[src/hdl/dcs_pkg.sv]
// Constants, register map and decode helpers for the dynamic clock source switch
package dcs_pkg;
  // ==========================================================
  // Register map (byte addresses) and fields
  localparam logic [3:0] A_SEL  = 4'h0;
  localparam logic [3:0] A_CMD  = 4'h4;
  localparam logic [3:0] A_STAT = 4'h8;
  localparam int F_SUT  = 4;
  localparam int F_CLOCK_OUTPUT_BIT = 6;
  localparam int F_CCE  = 7;
  localparam int F_RDY  = 4;
  localparam int F_BUSY = 5;
  localparam int F_WDAR = 6;
  localparam logic [7:0] CCE_WORD = 8'h80;
  // ==========================================================
  // Command codes
  localparam logic [7:0] CMD_DIS  = 8'h01;
  localparam logic [7:0] CMD_EN   = 8'h02;
  localparam logic [7:0] CMD_REQ  = 8'h03;
  localparam logic [7:0] CMD_SW   = 8'h04;
  localparam logic [7:0] CMD_REC  = 8'h05;
  localparam logic [7:0] CMD_WDAR = 8'h06;
  // ==========================================================
  // Sources: index into enable vector, and select codes
  localparam int NSRC   = 5;
  localparam int S_RC   = 0;
  localparam int S_WDT  = 1;
  localparam int S_EXT  = 2;
  localparam int S_LF   = 3;
  localparam int S_XT   = 4;
  localparam logic [3:0] CODE_EXT = 4'h0;
  localparam logic [3:0] CODE_RC  = 4'h2;
  localparam logic [3:0] CODE_WDT = 4'h3;
  localparam logic [1:0] CODE_LF  = 2'h1;
  // ==========================================================
  // Start-up and reset counts
  localparam logic [15:0] N_6    = 16'h0006;
  localparam logic [15:0] N_14   = 16'h000e;
  localparam logic [15:0] N_258  = 16'h0102;
  localparam logic [15:0] N_1K   = 16'h0400;
  localparam logic [15:0] N_16K  = 16'h4000;
  localparam logic [15:0] N_32K  = 16'h8000;
  localparam logic [2:0]  GATE_N = 3'h4;
  localparam int CLK_MHZ    = 200;
  localparam int T_SHORT_US = 4100;   // 4.1 ms
  localparam int T_LONG_US  = 65000;  // 65 ms
  localparam int SHORT_CYC  = T_SHORT_US * CLK_MHZ;
  localparam int LONG_CYC   = T_LONG_US * CLK_MHZ;

  // Map a select code to its source index
  function automatic int src_of(input logic [3:0] c);
    if (c[3])
      return S_XT;
    if (c[3:2] == CODE_LF)
      return S_LF;
    if (c == CODE_EXT)
      return S_EXT;
    if (c == CODE_WDT)
      return S_WDT;
    return S_RC;
  endfunction
endpackage

[src/hdl/dcs_switch.sv]
// Dynamic clock source switch with protected command register on Avalon-MM
`timescale 1ns/100ps
// What this block does
// - Low-freq crystal: 1024 or 32768 start cycles, 4.1ms or 65ms reset delay.
// - External clock: 6 start cycles (32768 with code 11), reset 14 cycles plus 4.1ms or 65ms.
// - External clock code 00 adds 4.1ms only with reset pin disabled.
// - Timer may start low-freq crystal if crystal off or external off.
// - Timer may enable external clock when neither crystal runs.
// - Clock output set and no crystal used drives system clock on pin.
// - Clock output pin never carries the clock during reset.
// - Clock output carries the prescaled system clock.
// - Command register changes only through the protected write.
// - Protected write: change-enable alone, then command code next.
// - Each command write is one exclusive action, one at a time.
// - Six actions: disable, enable, request, switch, recover, watchdog reload.
// - Codes: disable 01, enable 02, switch 04, recover 05, watchdog 06.
// - Reset loads select register from fuses, clock-output bit inverted.
// - Enable turns source on and starts the readiness count.
// - Disable turns source off unless it drives the system clock.
// - Several sources may stay enabled together.
// - Request counts source edges to limit; ready cleared at start.
// - Recover writes current source code into select field only.
// - Switch moves the system clock to the selected source.
// - Source enables and clock switching are deglitched.
module dcs_switch
  import dcs_pkg::*;
#(
  parameter int SHORT_N = SHORT_CYC,
  parameter int LONG_N  = LONG_CYC
) (
  // Clock and reset
  input  wire logic             core_clk,
  input  wire logic             rst_n,
  // Avalon-MM slave
  input  wire logic [3:0]       avs_address,
  input  wire logic             avs_read,
  input  wire logic             avs_write,
  input  wire logic [3:0]       avs_byteenable,
  input  wire logic [31:0]      avs_writedata,
  output logic      [31:0]      avs_readdata,
  output logic                  avs_waitrequest,
  // Fuses
  input  wire logic [7:0]       fuse_low,
  input  wire logic             reset_pin_disable_fuse,
  // Source clocks and asynchronous timer
  input  wire logic [NSRC-1:0]  src_clk_pins,
  input  wire logic             atimer_lf_req,
  input  wire logic             atimer_ext_req,
  output logic      [NSRC-1:0]  osc_enable,
  // System clock mux control
  output logic      [2:0]       sys_src_idx,
  output logic                  sys_clk_gate,
  output logic                  core_rst_hold,
  output logic                  wdog_auto_reload,
  // Clock output pin
  input  wire logic             sys_clk_div,
  input  wire logic             pin_io_out,
  input  wire logic             pin_io_oe,
  output logic                  clock_output_pin_out,
  output logic                  clock_output_pin_oe
);

  // ==========================================================
  // Declarations
  typedef enum logic [1:0] {SW_IDLE, SW_GATE, SW_OPEN} dcs_sw_t;
  typedef enum logic [1:0] {RD_CK, RD_MS, RD_DONE} dcs_rd_t;
  logic [6:0]       sel_reg;
  logic             armed_reg;
  logic             ready_reg;
  logic             run_reg;
  logic [15:0]      cnt_reg;
  logic [15:0]      lim_reg;
  logic [2:0]       csrc_reg;
  logic [NSRC-1:0]  en_reg;
  logic [3:0]       cur_code_reg;
  logic             wdar_reg;
  logic             ack_reg;
  logic [31:0]      rdata_reg;
  dcs_sw_t          sw_reg;
  logic [2:0]       gate_cnt_reg;
  logic [2:0]       tgt_reg;
  logic [3:0]       tgt_code_reg;
  dcs_rd_t          rd_reg;
  logic [31:0]      rd_cnt_reg;
  logic [31:0]      rd_lim_reg;
  logic [NSRC-1:0]  s1_reg, s2_reg, s3_reg, lvl_reg, edge_reg;
  logic [2:0]       dv_reg;
  logic             do_wr, do_cmd, cmd_ok;
  logic [7:0]       wbyte;
  logic [2:0]       sel_src;
  logic [15:0]      lim_next;

  // ==========================================================
  // Source clock sampling: three flops, level taken when 2nd and 3rd agree
  for (genvar i = 0; i < NSRC; i++) begin : g_smp
    always_ff @(posedge core_clk) begin
      if (!rst_n) begin
        s1_reg[i]   <= 1'b0;
        s2_reg[i]   <= 1'b0;
        s3_reg[i]   <= 1'b0;
        lvl_reg[i]  <= 1'b0;
        edge_reg[i] <= 1'b0;
      end else begin
        s1_reg[i]   <= src_clk_pins[i];
        s2_reg[i]   <= s1_reg[i];
        s3_reg[i]   <= s2_reg[i];
        if (s2_reg[i] == s3_reg[i])
          lvl_reg[i] <= s3_reg[i];
        edge_reg[i] <= (s2_reg[i] == s3_reg[i]) & s3_reg[i] & ~lvl_reg[i];
      end
    end
  end

  // ==========================================================
  // Avalon slave: one wait cycle, then acknowledge
  assign avs_waitrequest = (avs_read | avs_write) & ~ack_reg;
  assign avs_readdata    = rdata_reg;
  assign do_wr  = avs_write & ack_reg & avs_byteenable[0];
  assign wbyte  = avs_writedata[7:0];
  assign do_cmd = do_wr & (avs_address == A_CMD) & armed_reg & (wbyte != CCE_WORD);
  assign cmd_ok = sw_reg == SW_IDLE;
  assign sel_src = 3'(src_of(sel_reg[3:0]));

  always_ff @(posedge core_clk) begin
    if (!rst_n)
      ack_reg <= 1'b0;
    else
      ack_reg <= (avs_read | avs_write) & ~ack_reg;
  end

  // Read data, captured one cycle before acknowledge; unmapped reads zero
  always_ff @(posedge core_clk) begin
    if (!rst_n) begin
      rdata_reg <= 32'h0000_0000;
    end else if (avs_read & ~ack_reg) begin
      rdata_reg <= 32'h0000_0000;
      case (avs_address)
        A_SEL:  rdata_reg[6:0] <= sel_reg;
        A_CMD: begin
          rdata_reg[F_CCE]  <= armed_reg;
          rdata_reg[F_RDY]  <= ready_reg;
          rdata_reg[F_BUSY] <= run_reg | (sw_reg != SW_IDLE);
        end
        A_STAT: begin
          rdata_reg[NSRC-1:0] <= en_reg;
          rdata_reg[11:8]     <= cur_code_reg;
          rdata_reg[15:12]    <= {1'b0, sys_src_idx};
        end
        default: rdata_reg <= 32'h0000_0000;
      endcase
    end
  end

  // Protected write: change-enable alone arms, the next write launches if it goes to the command register
  always_ff @(posedge core_clk) begin
    if (!rst_n)
      armed_reg <= 1'b0;
    else if (do_wr & (avs_address == A_CMD))
      armed_reg <= (wbyte == CCE_WORD) & ~armed_reg;
    else if (do_wr)
      armed_reg <= 1'b0;
  end

  // Select register: fuse copy at reset, software write, recover update
  always_ff @(posedge core_clk) begin
    if (!rst_n)
      sel_reg <= {~fuse_low[F_CLOCK_OUTPUT_BIT], fuse_low[5:0]};
    else if (do_cmd & cmd_ok & (wbyte == CMD_REC))
      sel_reg[3:0] <= cur_code_reg;
    else if (do_wr & (avs_address == A_SEL))
      sel_reg <= wbyte[6:0];
  end

  // Readiness count limit from source kind and start-up code
  always_comb begin
    lim_next = N_32K;
    case (sel_src)
      3'(S_LF):
        lim_next = (sel_reg[5:4] == 2'h2) ? N_32K : N_1K;
      3'(S_XT):
        if (sel_reg[0])
          lim_next = (sel_reg[5:4] == 2'h0) ? N_1K : N_16K;
        else
          lim_next = sel_reg[5] ? N_1K : N_258;
      default:
        lim_next = N_6;
    endcase
    if (sel_src != 3'(S_XT) && sel_reg[5:4] == 2'h3)
      lim_next = N_32K;
  end

  // Readiness counter on the selected source's edges
  always_ff @(posedge core_clk) begin
    if (!rst_n) begin
      run_reg   <= 1'b0;
      ready_reg <= 1'b0;
      cnt_reg   <= 16'h0000;
      lim_reg   <= N_32K;
      csrc_reg  <= 3'h0;
    end else if (do_cmd & cmd_ok & ((wbyte == CMD_EN) | (wbyte == CMD_REQ))) begin
      run_reg   <= 1'b1;
      ready_reg <= 1'b0;
      cnt_reg   <= 16'h0000;
      lim_reg   <= lim_next;
      csrc_reg  <= sel_src;
    end else if (run_reg & edge_reg[csrc_reg]) begin
      cnt_reg <= cnt_reg + 16'h0001;
      if (cnt_reg + 16'h0001 == lim_reg) begin
        run_reg   <= 1'b0;
        ready_reg <= 1'b1;
      end
    end
  end

  // Source enables; several may be on together
  always_ff @(posedge core_clk) begin
    if (!rst_n) begin
      en_reg <= '0;
      en_reg[src_of(fuse_low[3:0])] <= 1'b1;
    end else if (do_cmd & cmd_ok & (wbyte == CMD_EN)) begin
      en_reg[sel_src] <= 1'b1;
    end else if (do_cmd & cmd_ok & (wbyte == CMD_DIS)) begin
      if (sel_src != sys_src_idx)
        en_reg[sel_src] <= 1'b0;
    end
  end

  // Registered enables with timer grants; one flop keeps them glitch free
  always_ff @(posedge core_clk) begin
    if (!rst_n) begin
      osc_enable <= '0;
    end else begin
      osc_enable <= en_reg;
      if (atimer_lf_req & (~en_reg[S_XT] | ~en_reg[S_EXT]))
        osc_enable[S_LF] <= 1'b1;
      if (atimer_ext_req & ~en_reg[S_XT] & ~en_reg[S_LF])
        osc_enable[S_EXT] <= 1'b1;
    end
  end

  // Watchdog automatic reload, cleared only by reset
  always_ff @(posedge core_clk) begin
    if (!rst_n)
      wdar_reg <= 1'b0;
    else if (do_cmd & cmd_ok & (wbyte == CMD_WDAR))
      wdar_reg <= 1'b1;
  end
  assign wdog_auto_reload = wdar_reg;

  // Switch sequence: gate clock, move mux, reopen
  always_ff @(posedge core_clk) begin
    if (!rst_n) begin
      sw_reg       <= SW_IDLE;
      gate_cnt_reg <= 3'h0;
      tgt_reg      <= 3'(src_of(fuse_low[3:0]));
      tgt_code_reg <= fuse_low[3:0];
      sys_src_idx  <= 3'(src_of(fuse_low[3:0]));
      cur_code_reg <= fuse_low[3:0];
      sys_clk_gate <= 1'b1;
    end else begin
      case (sw_reg)
        SW_IDLE:
          if (do_cmd & (wbyte == CMD_SW) & en_reg[sel_src]) begin
            sw_reg       <= SW_GATE;
            tgt_reg      <= sel_src;
            tgt_code_reg <= sel_reg[3:0];
            gate_cnt_reg <= 3'h0;
            sys_clk_gate <= 1'b0;
          end
        SW_GATE: begin
          gate_cnt_reg <= gate_cnt_reg + 3'h1;
          if (gate_cnt_reg == GATE_N - 3'h1) begin
            sys_src_idx  <= tgt_reg;
            cur_code_reg <= tgt_code_reg;
            sw_reg       <= SW_OPEN;
          end
        end
        SW_OPEN: begin
          sys_clk_gate <= 1'b1;
          sw_reg       <= SW_IDLE;
        end
        default: sw_reg <= SW_IDLE;
      endcase
    end
  end

  // Reset extension: source cycles then a core-clock delay
  always_ff @(posedge core_clk) begin
    if (!rst_n) begin
      rd_reg     <= RD_CK;
      rd_cnt_reg <= 32'h0000_0000;
      rd_lim_reg <= 32'h0000_0000;
    end else begin
      case (rd_reg)
        RD_CK:
          if (sys_src_idx == 3'(S_LF) || rd_cnt_reg[15:0] == N_14) begin
            rd_reg     <= RD_MS;
            rd_cnt_reg <= 32'h0000_0000;
            case (sel_reg[5:4])
              2'h0: rd_lim_reg <= (sys_src_idx == 3'(S_LF) || reset_pin_disable_fuse)
                                  ? 32'(SHORT_N) : 32'h0000_0000;
              2'h1: rd_lim_reg <= (sys_src_idx == 3'(S_LF))
                                  ? 32'(LONG_N) : 32'(SHORT_N);
              default: rd_lim_reg <= 32'(LONG_N);
            endcase
          end else if (edge_reg[sys_src_idx]) begin
            rd_cnt_reg <= rd_cnt_reg + 32'h0000_0001;
          end
        RD_MS:
          if (rd_cnt_reg >= rd_lim_reg)
            rd_reg <= RD_DONE;
          else
            rd_cnt_reg <= rd_cnt_reg + 32'h0000_0001;
        RD_DONE: rd_reg <= RD_DONE;
        default: rd_reg <= RD_CK;
      endcase
    end
  end
  assign core_rst_hold = rd_reg != RD_DONE;

  // Clock output pin: divided system clock, sampled, overrides normal I/O
  always_ff @(posedge core_clk) begin
    if (!rst_n) begin
      dv_reg               <= 3'h0;
      clock_output_pin_out <= 1'b0;
      clock_output_pin_oe  <= 1'b0;
    end else begin
      dv_reg <= {dv_reg[1:0], sys_clk_div};
      if (sel_reg[F_CLOCK_OUTPUT_BIT] & ~osc_enable[S_XT] & ~osc_enable[S_LF] & ~core_rst_hold) begin
        if (dv_reg[1] == dv_reg[2])
          clock_output_pin_out <= dv_reg[2];
        clock_output_pin_oe <= 1'b1;
      end else begin
        clock_output_pin_out <= pin_io_out;
        clock_output_pin_oe  <= pin_io_oe & ~core_rst_hold;
      end
    end
  end
endmodule

[config.mk]
export PLATFORM = sky130hd
export DESIGN_NAME = dcs_switch
export DESIGN_NICKNAME = d
export VERILOG_FILES = /design/src/hdl/dcs_pkg.sv /design/src/hdl/dcs_switch.sv
export SDC_FILE = /design/constraint.sdc
export NUM_CORES = 1
export LEC_CHECK = 0
export BUFFER_PORTS_ARGS = -buffer_cell sky130_fd_sc_hd__buf_4
export CORE_MARGIN = 1
export CORE_UTILIZATION = 52
export CTS_BUF_LIST = sky130_fd_sc_hd__clkbuf_4 sky130_fd_sc_hd__clkbuf_8 sky130_fd_sc_hd__clkbuf_16
export DETAILED_ROUTE_END_ITERATION = 10
export MAX_ROUTING_LAYER = met4
export PLACE_DENSITY = 0.75
export SLEW_MARGIN = 30
export SYNTH_ARGS = -nofsm -noshare
export SYNTH_HDL_FRONTEND = slang
export SYNTH_SLANG_ARGS = --single-unit
[constraint.sdc]
create_clock -name core_clk -period 2.3 [get_ports core_clk]
set_input_delay 0.46 -clock core_clk [delete_from_list [all_inputs] [get_ports core_clk]]
set_output_delay 0.46 -clock core_clk [all_outputs]
set_load 0.05 [all_outputs]
==> reports/summary.md <==
The run finished, with violations left. The checks that failed: setup timing. Summed over all layers, the global routing overflow is 0. The final-layout worst hold slack is 0.234 ns. Setup violations remaining at the end of the flow were counted as 33. STA classifies the critical path endpoint as a register. The post-route clock period utilization was 1.12. After synthesis, the cell types taking the most area are sky130_fd_sc_hd__dfxtp_1 (34%), sky130_fd_sc_hd__edfxtp_1 (10%), sky130_fd_sc_hd__a21oi_1 (5.1%). The number of top-level design ports came out at 109. Setup repair after global routing could not meet its margin everywhere.

The tools report the cell chosen for the clock root as sky130_fd_sc_hd__clkbuf_16. Synthesized area: 7230 um2. For this run, design rule violations remaining after detail routing come to 0. The library cell with the largest summed area after synthesis was sky130_fd_sc_hd__dfxtp_1. The estimated wirelength of the detail-placed design was 12.9 mm.

The register with the most flip-flops in the layout has 32 of them. For the minimum setup slack in the final design, the log shows -0.274 ns. Walking the worst path, the cells encountered are inv_8, buf_4, ha_1, a21oi_2, o21ai_1, a31oi_1, nand2b_4, nand3_4, buf_6, or4_4, a21oi_1.

The run gives 4.72 mW as the cell-internal power. The post-synthesis register bit count was 146. The peak clock frequency supported by timing was 388 MHz; the clock network power share was 0.433. The clock slew at the register clock pins of the worst setup and hold paths was 0.06 ns. Across the routed clock network, the largest skew measured is 0.00760 ns. The total placed instance area was 8530 um2. Fraction of synthesized cell area taken by the top area cell type: 0.338. The total area inside the core boundary comes to 13,400 um2. TritonCTS built the clock tree. At the pin with the least slew margin, the transition time is 0.567 ns. The share of final-layout standard cells stronger than drive strength 1 was 0.271; the number of buffers inserted for hold repair after clock tree synthesis was 0.

Counting tap cells, the placed design contains a total of 1,121 instances. In this run the worst path has a maximum fanout of 7. From left edge to right edge, the die measures 120 um. 0 antenna diodes ended up in the layout.

The stage delay of the slowest cell on the critical path was 0.51 ns. The run gives 0 as the initial antenna violation count. Yosys printed 0 warnings.

Clock tree synthesis inserted a total of 17 buffers. Fill cells in the final layout number 971. The tools report the worst setup slack after placement as -0.273 ns. Number of pins with negative max-slew slack in the final report: 0.

The register share of total power was 0.417. In this run the worst hold path is classified as input pin to register. The area of all placed cells without fillers was 9610 um2; the total power was 6.53 mW. The routed via count divided by cell count is 5.68, and the area of the die is 14,400 um2. The share of total power in combinational logic was 0.150; the maximum level of the CTS H-tree was 4. In this run, synthesis inferred 24 flip-flops with an integrated enable. Number of global-route vias before repair: 6,575. The proportion of total power due to net switching was 0.277; the count of buffers inserted at the top-level ports was 63. The most critical setup path has its endpoint at rd_cnt_reg[27]$_SDFFE_PN0P_.

Max-cap violations in this run came to 0. The sequential area share after synthesis was 0.438. In this run the mean area of a mapped cell was 8.73 um2. The worst setup path is of the register to register kind. Dividing total power by cell area gives a power density of 679 nW/um2.

The critical path starts at rd_lim_reg[22]$_SDFFE_PN0P_. Ranked by instance count, the synthesized netlist is headed by sky130_fd_sc_hd__dfxtp_1 (122), sky130_fd_sc_hd__nor2_1 (88), sky130_fd_sc_hd__nand2_1 (79). The data arrival time of the worst path was 2.94 ns; the post-synthesis to final-layout area growth was 33.0%. The netlist uses 64 different library cells. The source of the worst register-to-register timing path is rd_lim_reg[22]$_SDFFE_PN0P_.

The vertical extent of the die came out at 120 um. Final critical delay including setup and external delays: 2.57 ns. The fraction of registers with async set/reset is 0, and the gate count of the mapped netlist is 828. The post-detailed-route wirelength per cell is 16.3 um. Critical path startpoint category: a register. The worst ir drop on vdd came out at 0.649 mV. For the total global-route track usage, the log shows 0.287. The number of violations reported at the end of detailed-routing iteration 0 came out at 473. The slowest cell on the critical path is sky130_fd_sc_hd__or4_4. The analysis attributes to net switching a power of 1.81 mW.

Summed over all layers, the routed wires come to 19.1 mm. The starting density of the core was 0.539; the minimum setup slack among reg-to-reg paths was -0.27 ns. In this run the deepest clock path goes through 2 buffers. The final hold violation count came out at 0.

The tools report the final antenna-violating net count as 0. The logs give 0.622 for the headroom to the max-slew limit and 0.43 ns for the latest clock arrival within the worst-skew pair. At the end of routability-driven placement, the weighted congestion stood at 0.887. The required time of the critical path was 2.66 ns. Measured in cells, the most critical reg-to-reg path has a length of 11. Entering global routing, the biggest net connects 46 pins. The final layout contains 1,075 nets.

The most frequently used flop master after synthesis is sky130_fd_sc_hd__dfxtp_1. Once layout is complete, the cells apart from fillers number 1,173. The run gives 31.3 mm as the wire length of the first global-routing pass.

The tools report the worst reg2reg path endpoint as rd_cnt_reg[27]$_SDFFE_PN0P_. For this design the static power due to leakage is 3.83 nW. The count of clock tree sinks came out at 146. The most common cell in the synthesized netlist is sky130_fd_sc_hd__dfxtp_1. The run gives 6 as the length of the first detailed-routing pass in iterations. The final standard cell utilization of the core is 0.717. The tools report the number of vias after detailed routing as 6,659. In this run the core area contains 42 standard-cell rows. The tools report the sum of negative setup slack as -7.92 ns.
## repair_timing
action	in CTS	in global routing
resized for setup	41	16
endpoints found under the setup margin	32	38
gates cloned	3	0
buffers inserted	17	1
pin swaps	17	5
## metal layers
| metal | global-route usage | up-vias | part of all wire |
|---|---|---|---|
| li1 | - | 3252 | - |
| met3 | 0.0566 | 61 | 0.047 |
| met5 | - | - | 0 |
| met2 | 0.476 | 196 | 0.50 |
| met1 | 0.322 | 3150 | 0.41 |
| met4 | 0.167 | 0 | 0.044 |
## area by class of cell
type	instances	area [um2]	area share
timing repair buffer	178	1470	0.153
multi-input combinational	619	4040	0.421
tap	176	220	0.0229
clock buffer	21	508	0.0529
inverter	22	92.6	0.00964
clock inverter	11	101	0.0105
sequential	146	3170	0.330
## cells by family after synthesis
kind of cell,after synthesis,synth area share
compound gates,168,0.142
xor+xnor,35,0.0424
fa+ha+maj,28,0.0485
buf+inv,79,0.0538
flops,146,0.438
mux,17,0.0260
other cells,1,0.000519
simple gates,354,0.249
## power groups by stage
stage               clock network, mW  registers, mW  logic, mW
detailed placement                  0           2.78      0.775
CTS                              2.86           2.72      0.935
global route                     2.99           2.73       1.04
finish                           2.83           2.72      0.977
floorplan                           0           2.82      0.446
global placement                    0           2.78      0.762
## how the worst min path moves through the flow
stage	start	to	slack, ns	depth (start not counted)
after CTS	sys_clk_div	dv_reg[0]$_SDFF_PN0_	0.22	2
after global routing	src_clk_pins[3]	s1_reg[3]$_SDFF_PN0_	0.22	2
after detailed placement	lvl_reg[1]$_SDFFE_PN0N_	edge_reg[1]$_SDFF_PN0_	0.41	1
final	sys_clk_div	dv_reg[0]$_SDFF_PN0_	0.23	2
after global placement	lvl_reg[4]$_SDFFE_PN0N_	edge_reg[4]$_SDFF_PN0_	0.40	1
after floorplan	lvl_reg[0]$_SDFFE_PN0N_	edge_reg[0]$_SDFF_PN0_	0.39	1
## cell usage in the layout (no fill, tap or decap), types with 5 or more instances in the layout
cell / instances
sky130_fd_sc_hd__inv_8: 5
sky130_fd_sc_hd__edfxtp_1: 24
sky130_fd_sc_hd__clkbuf_16: 20
sky130_fd_sc_hd__nand3_1: 38
sky130_fd_sc_hd__or4_1: 10
sky130_fd_sc_hd__nor2_1: 88
sky130_fd_sc_hd__dfxtp_1: 116
sky130_fd_sc_hd__o31ai_1: 10
sky130_fd_sc_hd__conb_1: 17
sky130_fd_sc_hd__nor3_1: 15
sky130_fd_sc_hd__a31oi_1: 7
sky130_fd_sc_hd__nand2b_1: 9
sky130_fd_sc_hd__nor4_1: 6
sky130_fd_sc_hd__nand4_1: 18
sky130_fd_sc_hd__and2_1: 24
sky130_fd_sc_hd__nand2_1: 78
sky130_fd_sc_hd__or3_1: 18
sky130_fd_sc_hd__ha_1: 20
sky130_fd_sc_hd__a21oi_1: 66
sky130_fd_sc_hd__inv_1: 19
sky130_fd_sc_hd__xor2_1: 16
sky130_fd_sc_hd__a21oi_2: 6
sky130_fd_sc_hd__buf_4: 162
sky130_fd_sc_hd__ha_4: 6
sky130_fd_sc_hd__buf_6: 11
sky130_fd_sc_hd__dfxtp_2: 5
sky130_fd_sc_hd__o21ai_0: 32
sky130_fd_sc_hd__and3_1: 16
sky130_fd_sc_hd__a221oi_1: 5
sky130_fd_sc_hd__xnor2_1: 19
sky130_fd_sc_hd__mux2i_1: 12
## worst max-delay path, delay by kind of cell (launching register included)
kind,cells,cell delay (ns)
AOI/OAI and AO/OA,4,0.61
buffers and inverters,3,0.33
adders and majority gates,1,0.31
and+or+nand+nor,3,0.86
DFF,1,0.38
Power figures use the tool's default switching activity.
